$ cat src/dac_pkg.sv
// constants, carriers and states of the aux channel controller
// What this block does
// - self-refresh, time code, deep idle refuse starts
// - timeout select: 400, 600, 800, 4000 us
// - start write sets busy until transaction ends
// - completion: busy clear, done set, sticky
// - corrupt reply sets sticky error, write-one clears
// - five payload words: request in, reply out
// - io select routes to tunnel or native
`default_nettype none

package dac_pkg;
   // ==========================================
   // payload geometry
   localparam int DAC_WORDS = 5;
   localparam int DAC_BYTES = DAC_WORDS * 4;
   localparam int DAC_LEN_W = 5;
   localparam int DAC_IDX_W = 3;
   localparam logic [DAC_LEN_W-1:0] DAC_MAX_LEN = 5'h14;
   localparam logic [DAC_LEN_W-1:0] DAC_LEN_ONE = 5'h01;
   localparam logic [1:0] DAC_TOP_LANE = 2'h3;

   // ==========================================
   // reply timeout
   localparam int DAC_CLK_MHZ = 125;
   localparam int DAC_TMO0_US = 400;
   localparam int DAC_TMO1_US = 600;
   localparam int DAC_TMO2_US = 800;
   localparam int DAC_TMO3_US = 4000;
   localparam int DAC_TMO0_CYC = DAC_TMO0_US * DAC_CLK_MHZ;
   localparam int DAC_TMO1_CYC = DAC_TMO1_US * DAC_CLK_MHZ;
   localparam int DAC_TMO2_CYC = DAC_TMO2_US * DAC_CLK_MHZ;
   localparam int DAC_TMO3_CYC = DAC_TMO3_US * DAC_CLK_MHZ;
   localparam int DAC_TMR_W = 19;
   localparam logic [1:0] DAC_TMO_SEL0 = 2'h0;
   localparam logic [1:0] DAC_TMO_SEL1 = 2'h1;
   localparam logic [1:0] DAC_TMO_SEL2 = 2'h2;
   localparam logic [1:0] DAC_TMO_SEL3 = 2'h3;

   // ==========================================
   // io selection
   localparam logic DAC_IO_NATIVE = 1'b0;
   localparam logic DAC_IO_TUNNEL = 1'b1;

   // ==========================================
   // carriers and states
   typedef struct packed {
      logic [7:0] data;
      logic last;
   } dac_byte_t;

   typedef struct packed {
      logic [7:0] data;
      logic last;
      logic err;
   } dac_rx_t;

   typedef enum logic [1:0] {ST_IDLE, ST_SEND, ST_WAIT, ST_RECV} dac_state_t;
endpackage : dac_pkg

`default_nettype wire

$ cat src/dac_aux_channel_controller.sv
// aux channel request/reply controller with payload words and status
`default_nettype none

module dac_aux_channel_controller #(
   parameter int TMO0_CYC = dac_pkg::DAC_TMO0_CYC,
   parameter int TMO1_CYC = dac_pkg::DAC_TMO1_CYC,
   parameter int TMO2_CYC = dac_pkg::DAC_TMO2_CYC,
   parameter int TMO3_CYC = dac_pkg::DAC_TMO3_CYC
) (
   // clock and reset
   input wire logic clk_sys,
   input wire logic rst,
   // control
   input wire logic startWr,
   input wire logic [1:0] timeoutSel,
   input wire logic ioSelect,
   input wire logic [dac_pkg::DAC_LEN_W-1:0] reqLen,
   input wire logic doneClr,
   input wire logic rxErrClr,
   // payload words
   input wire logic payWr,
   input wire logic [dac_pkg::DAC_IDX_W-1:0] payIdx,
   input wire logic [31:0] payWrData,
   output logic [31:0] payRdData,
   // self-launching sources
   input wire logic selfRefreshEn,
   input wire logic timeCodeEn,
   input wire logic deepIdleEn,
   // status
   output logic busy,
   output logic done,
   output logic rxErr,
   output logic timeoutErr,
   output logic startRefused,
   output logic [dac_pkg::DAC_LEN_W-1:0] replyLen,
   // native aux link
   output dac_pkg::dac_byte_t natTx,
   output logic natTxValid,
   input wire logic natTxReady,
   input wire dac_pkg::dac_rx_t natRx,
   input wire logic natRxValid,
   // tunnelled aux link
   output dac_pkg::dac_byte_t tunTx,
   output logic tunTxValid,
   input wire logic tunTxReady,
   input wire dac_pkg::dac_rx_t tunRx,
   input wire logic tunRxValid
);

   // ==========================================
   // state
   dac_pkg::dac_state_t state_r, state_nxt;
   logic [31:0] payload [dac_pkg::DAC_WORDS];
   logic [dac_pkg::DAC_LEN_W-1:0] len_r;
   logic [dac_pkg::DAC_LEN_W-1:0] cnt_r;
   logic [dac_pkg::DAC_TMR_W-1:0] tmr_r;
   logic [1:0] tmoSel_r;
   logic ioSel_r;
   logic busy_r, done_r, rxErr_r, tmoErr_r, refused_r;
   logic [31:0] rdData_r;
   dac_pkg::dac_byte_t tx_r;
   logic natTxValid_r, tunTxValid_r;

   // ==========================================
   // decode
   wire autoSrcActive = selfRefreshEn | timeCodeEn | deepIdleEn;
   wire startOk = startWr & ~busy_r & ~autoSrcActive;
   wire startBad = startWr & ~busy_r & autoSrcActive;
   wire useTunnel = (ioSel_r == dac_pkg::DAC_IO_TUNNEL);
   wire txReady = useTunnel ? tunTxReady : natTxReady;
   wire txValid = natTxValid_r | tunTxValid_r;
   wire txTaken = txValid & txReady;
   wire dac_pkg::dac_rx_t rxIn = useTunnel ? tunRx : natRx;
   wire rxValid = useTunnel ? tunRxValid : natRxValid;
   wire rxTake = rxValid & ((state_r == dac_pkg::ST_WAIT) | (state_r == dac_pkg::ST_RECV));
   wire rxOverflow = rxTake & (cnt_r == dac_pkg::DAC_MAX_LEN);
   wire rxEnd = rxTake & rxIn.last;

   // byte index to word and lane, first byte in the top lane
   wire [dac_pkg::DAC_IDX_W-1:0] byteWord = cnt_r[dac_pkg::DAC_LEN_W-1:2];
   wire [1:0] byteLane = dac_pkg::DAC_TOP_LANE - cnt_r[1:0];
   wire [31:0] txWord = (byteWord < dac_pkg::DAC_IDX_W'(dac_pkg::DAC_WORDS)) ?
                        payload[byteWord] : 32'h0000_0000;
   wire [7:0] txByte = txWord[byteLane*8 +: 8];
   wire [dac_pkg::DAC_LEN_W-1:0] cntInc = cnt_r + dac_pkg::DAC_LEN_ONE;
   wire [dac_pkg::DAC_LEN_W-1:0] sendLen =
      (reqLen == 5'h00) ? dac_pkg::DAC_LEN_ONE :
      (reqLen > dac_pkg::DAC_MAX_LEN) ? dac_pkg::DAC_MAX_LEN : reqLen;

   // reply timeout chosen by the two-bit field
   wire [dac_pkg::DAC_TMR_W-1:0] tmoLimit =
      (tmoSel_r == dac_pkg::DAC_TMO_SEL0) ? dac_pkg::DAC_TMR_W'(TMO0_CYC) :
      (tmoSel_r == dac_pkg::DAC_TMO_SEL1) ? dac_pkg::DAC_TMR_W'(TMO1_CYC) :
      (tmoSel_r == dac_pkg::DAC_TMO_SEL2) ? dac_pkg::DAC_TMR_W'(TMO2_CYC) :
                                            dac_pkg::DAC_TMR_W'(TMO3_CYC);
   wire tmoHit = (state_r == dac_pkg::ST_WAIT) & ~rxValid & (tmr_r >= tmoLimit - 1'b1);

   wire lastTx = txTaken & (cntInc == len_r);
   wire finish = ((state_r == dac_pkg::ST_WAIT) | (state_r == dac_pkg::ST_RECV)) & (rxEnd | tmoHit);
   wire rxBad = rxTake & (rxIn.err | rxOverflow);
   wire hostWr = payWr & ~busy_r & (payIdx < dac_pkg::DAC_IDX_W'(dac_pkg::DAC_WORDS));

   // ==========================================
   // sequencer
   always_comb begin
      state_nxt = state_r;
      unique case (state_r)
         dac_pkg::ST_IDLE: begin
            if (startOk) begin
               state_nxt = dac_pkg::ST_SEND;
            end
         end
         dac_pkg::ST_SEND: begin
            if (lastTx) begin
               state_nxt = dac_pkg::ST_WAIT;
            end
         end
         dac_pkg::ST_WAIT: begin
            if (finish) begin
               state_nxt = dac_pkg::ST_IDLE;
            end else if (rxTake) begin
               state_nxt = dac_pkg::ST_RECV;
            end
         end
         dac_pkg::ST_RECV: begin
            if (finish) begin
               state_nxt = dac_pkg::ST_IDLE;
            end
         end
      endcase
   end

   always_ff @(posedge clk_sys) begin
      if (rst) begin
         state_r <= dac_pkg::ST_IDLE;
      end else begin
         state_r <= state_nxt;
      end
   end

   // ==========================================
   // transaction bookkeeping
   always_ff @(posedge clk_sys) begin
      if (rst) begin
         len_r <= '0;
         cnt_r <= '0;
         tmr_r <= '0;
         tmoSel_r <= dac_pkg::DAC_TMO_SEL0;
         ioSel_r <= dac_pkg::DAC_IO_NATIVE;
         replyLen <= '0;
      end else begin
         if (startOk) begin
            len_r <= sendLen;
            cnt_r <= '0;
            tmoSel_r <= timeoutSel;
            ioSel_r <= ioSelect;
         end else if (lastTx) begin
            cnt_r <= '0;
         end else if (txTaken | (rxTake & ~rxOverflow)) begin
            cnt_r <= cntInc;
         end
         if (state_r != dac_pkg::ST_WAIT) begin
            tmr_r <= '0;
         end else begin
            tmr_r <= tmr_r + 1'b1;
         end
         if (finish) begin
            replyLen <= (rxTake & ~rxOverflow) ? cntInc : cnt_r;
         end
      end
   end

   // ==========================================
   // transmit byte, held until the link takes it
   always_ff @(posedge clk_sys) begin
      if (rst) begin
         tx_r <= '0;
         natTxValid_r <= 1'b0;
         tunTxValid_r <= 1'b0;
      end else if ((state_r == dac_pkg::ST_SEND) & (~txValid | txTaken) & ~lastTx) begin
         tx_r.data <= txTaken ? 8'h00 : txByte;
         tx_r.last <= (cntInc == len_r);
         natTxValid_r <= ~txTaken & ~useTunnel;
         tunTxValid_r <= ~txTaken & useTunnel;
      end else if (txTaken) begin
         natTxValid_r <= 1'b0;
         tunTxValid_r <= 1'b0;
      end
   end

   // ==========================================
   // status flags, a set beats a clear in the same cycle
   always_ff @(posedge clk_sys) begin
      if (rst) begin
         busy_r <= 1'b0;
         done_r <= 1'b0;
         rxErr_r <= 1'b0;
         tmoErr_r <= 1'b0;
         refused_r <= 1'b0;
      end else begin
         busy_r <= startOk | (busy_r & ~finish);
         done_r <= finish | (done_r & ~doneClr);
         rxErr_r <= rxBad | (rxErr_r & ~rxErrClr);
         tmoErr_r <= tmoHit | (tmoErr_r & ~(doneClr | startOk));
         refused_r <= startBad | (refused_r & ~startOk);
      end
   end

   // ==========================================
   // payload words: host writes when idle, reply bytes fill lanes
   genvar w;
   generate
      for (w = 0; w < dac_pkg::DAC_WORDS; w++) begin : g_word
         wire rxHere = rxTake & ~rxOverflow & (byteWord == dac_pkg::DAC_IDX_W'(w));
         always_ff @(posedge clk_sys) begin
            if (rst) begin
               payload[w] <= 32'h0000_0000;
            end else if (hostWr & (payIdx == dac_pkg::DAC_IDX_W'(w))) begin
               payload[w] <= payWrData;
            end else if (rxHere) begin
               payload[w][byteLane*8 +: 8] <= rxIn.data;
            end
         end
      end
   endgenerate

   // reads show the word at payIdx one cycle later, also while busy
   always_ff @(posedge clk_sys) begin
      if (rst) begin
         rdData_r <= 32'h0000_0000;
      end else if (payIdx < dac_pkg::DAC_IDX_W'(dac_pkg::DAC_WORDS)) begin
         rdData_r <= payload[payIdx];
      end else begin
         rdData_r <= 32'h0000_0000;
      end
   end

   // ==========================================
   // outputs
   assign payRdData = rdData_r;
   assign busy = busy_r;
   assign done = done_r;
   assign rxErr = rxErr_r;
   assign timeoutErr = tmoErr_r;
   assign startRefused = refused_r;
   assign natTx = tx_r;
   assign tunTx = tx_r;
   assign natTxValid = natTxValid_r;
   assign tunTxValid = tunTxValid_r;

endmodule : dac_aux_channel_controller

`default_nettype wire

$ cat config.mk
export PLATFORM = sky130hd
export DESIGN_NAME = dac_aux_channel_controller
export DESIGN_NICKNAME = d
export VERILOG_FILES = /design/src/dac_pkg.sv /design/src/dac_aux_channel_controller.sv
export SDC_FILE = /design/constraint.sdc
export NUM_CORES = 1
export LEC_CHECK = 0
export ABC_AREA = 1
export BUFFER_PORTS_ARGS = -buffer_cell sky130_fd_sc_hd__buf_2
export CAP_MARGIN = 10
export CORE_MARGIN = 1
export CORE_UTILIZATION = 28
export DETAILED_ROUTE_END_ITERATION = 16
export GPL_TIMING_DRIVEN = 0
export PLACE_DENSITY_LB_ADDON = 0.25
export SLEW_MARGIN = 30
export SYNTH_ARGS = -nofsm -noshare
export SYNTH_HDL_FRONTEND = slang
export SYNTH_SLANG_ARGS = --single-unit
$ cat constraint.sdc
create_clock -name clk_sys -period 7.52 [get_ports clk_sys]
set_input_delay 0.752 -clock clk_sys [delete_from_list [all_inputs] [get_ports clk_sys]]
set_output_delay 0.752 -clock clk_sys [all_outputs]
set_load 0.02 [all_outputs]
==> qor.yml <==
status: "completed"
cts_resized: 0
vias_per_cell: 5.64
worst_slew_pin_slew_ns: 1.17
fin_cells: 2317
crit_path_cell_trace: "clkbuf_1 -> inv_2 -> ha_1 -> nand4_2 -> nand2_4 -> inv_4 -> nand2_4 -> nor3_2 -> nand2_1 -> nand2_1"
core_region_area_um2: 46500
drt-total-wl_um: 58700
rows: 79
pre_cts_ws_ns: 3.59
rsz0062_at_grt: "false"
ys_seq_elements: 250
ys.flop_type: "edfxtp_1"
overflow: 0
cap_violations: 0
grt_pass1_wl_um: 82700
drc: 0
critPathTopFamily: "simple AND/OR/NAND/NOR gates"
yosys.area.top_type: "edfxtp_1"
dp.final_hpwl_um: 41400
endpoint_kind: "flop"
post-route-util_pct: 33.7
start_kind: "flop"
finalCritPeriodShare_pct: 53.7
clk_latency_ns: 0.60
yosysUniqueCellTypes: 46
hold_class: "input port to flop"
synth_top_area_share_pct: 36.4
die_h_um: 219
dr.pass1.iters: 8
fin_worst_skew_ns: 0.0438
cts_sinks: 250
vias: 13100
path_max_fanout: 12
post_cts_buffers: 0
place_inst: 2263
die_w_um: 219
max_stage_delay_ns: 0.71
drv_slew: 0
antenna_found_initial: 2
io_pins: 138
grt_start_max_net_pins: 15
grt_usage_pct: 24.0
p_leak_nw: 6.07
synth_commonest_cells: "nand2_1 (202), nor2_1 (172), edfxtp_1 (160)"
final.min_clock_period_ns: 4.04
drive_gt1_share_pct: 16.1
path_buf_inv: 3
ys_async_sr_fraction_pct: 0
syn_inst: 1520
synth_area_um2: 13200
antenna_left: 0
crit_arrival_ns: 4.24
yosysMostFrequentCell: "nand2_1"
synth_nets: 1621
hold_viol: 0
cts_max_path_buffers: 3
synthToLayoutAreaGrowth_pct: 18.7
cp.required_ns: 7.72
max_freq_ghz: 0.247
port_buffers: 136
avgSynthCellArea_um2: 8.67
grt_pass1_vias: 12300
setup_violations: 0
p_per_area_nw_per_um2: 280
cts_tree: "built"
worstSetupPathType: "flop to flop"
wl_per_cell_um: 25.3
ys_warn_count: 0
insertedDiodeCount: 0
die_area_um2: 48000
gp_congestion: 0.995
max-slew-margin-rel_pct: 22.1
ir_worst_vdd_uv: 169
drt_iter0_markers: 1752
fin_ws_ns: 3.48
slowest_stage: "clkbuf_1"
initial_core_util_pct: 28.4
tns_ns: 0
synth_edf_count: 160
cts_made_buffers: 29
ctsHoldBuffers: 0
h-tree-depth: 1
synth_area_leaders: "edfxtp_1 (36%), dfxtp_1 (14%), o22ai_1 (7.3%), nand2_1 (5.8%), nor2_1 (4.9%)"
nNetsFinal: 1788
cts-root-buf: "clkbuf_16"
seq_area_frac_synth_pct: 50.1
clk_pin_slew_ns: 0.06
==> final timing paths <==
kind	from	endpoint	slack (ns)	cells after the start
max	cnt_r[1]	payload[0][20]	3.48	10
min	rxErrClr	rxErr	0.44	4
max reg2reg	cnt_r[1]	payload[0][20]	3.48	10
min reg2reg	tmr_r[0]	tmr_r[0]	0.46	1
==> through the flow <==
| step | hold WS (ns) | total power (W) | area, um^2 |
|---|---|---|---|
| global route | 0.438 | 0.00451 | 15700 |
| floorplan | 0.417 | 0.00231 | 13200 |
| global placement | 0.429 | 0.00281 | 14600 |
| CTS | 0.421 | 0.00434 | 15600 |
| detailed placement | 0.444 | 0.00283 | 14600 |
| finish | 0.443 | 0.00438 | 15700 |
==> tightest hold or removal path: stages <==
cell     delay, ns
buf_2         0.07
inv_1         0.03
nand2_1       0.04
a21oi_1       0.05
==> state kept, by name (all words and copies together), names as in the netlist, named ones only <==
register,count
natTx,9
natTxValid,1
payRdData,32
tmoSel_r,2
tmr_r,19
state_r,2
rxErr,1
replyLen,5
cnt_r,5
tunTxValid,1
busy,1
timeoutErr,1
done,1
ioSel_r,1
len_r,5
payload,160
==> power by group <==
part | switching, W | total (W) | internal, W
clock | 0.000613 | 0.00153 | 0.000914
combinational | 0.000914 | 0.00122 | 0.000309
sequential | 0.0000684 | 0.00163 | 0.00156
==> logic make-up after synthesis <==
| logic type | synth area share (%) |
|---|---|
| adders and majority gates | 2.37 |
| buffers and inverters | 7.31 |
| AOI/OAI and AO/OA | 22.4 |
| xor gates and xnor gates | 0.133 |
| and+or+nand+nor | 17.7 |
| DFF | 50.1 |
==> area by class of cell <==
type,count,area (um^2)
Multi-Input combinational cell,1031,5620
Inverter,142,536
Clock inverter,20,234
Buffer,97,429
Timing Repair Buffer,136,681
Fill cell,4834,30800
Clock buffer,34,785
Tap cell,607,759
Sequential cell,250,6610
==> layout by cell type (no fill, tap or decap), types with 5 or more instances in the layout <==
cell type | netlist | routed
clkbuf_1 | 65 | 65
a22oi_1 | 40 | 40
nand3_1 | 79 | 79
nand2_4 | 6 | 6
nor2_1 | 172 | 171
a221oi_1 | 12 | 12
ha_1 | 25 | 25
o21ai_1 | 7 | 7
bufinv_16 | 0 | 5
o21ai_0 | 128 | 128
a31oi_1 | 24 | 24
clkinv_2 | 0 | 8
o211ai_1 | 27 | 27
or2_2 | 20 | 20
clkinv_1 | 2 | 5
o22ai_2 | 8 | 8
nand2_1 | 202 | 202
o22ai_1 | 154 | 154
nor3_1 | 10 | 9
inv_2 | 5 | 5
dfxtp_1 | 90 | 90
buf_2 | 12 | 148
inv_1 | 134 | 134
buf_4 | 11 | 11
nand2_2 | 7 | 7
buf_1 | 8 | 8
a211oi_1 | 5 | 5
a21oi_1 | 70 | 70
edfxtp_1 | 160 | 160
nand4_1 | 9 | 9
clkbuf_16 | 0 | 29
==> routing by layer <==
metal / part of all wire, % / GRT usage [%] / vias up
li1: - / - / 5807
met1: 40 / 31.4 / 6190
met2: 43 / 36.8 / 900
met3: 12 / 6.24 / 164
met4: 5.2 / 11.4 / 4
met5: 0.041 / 0 / -
(Power assumes the default switching activity.)
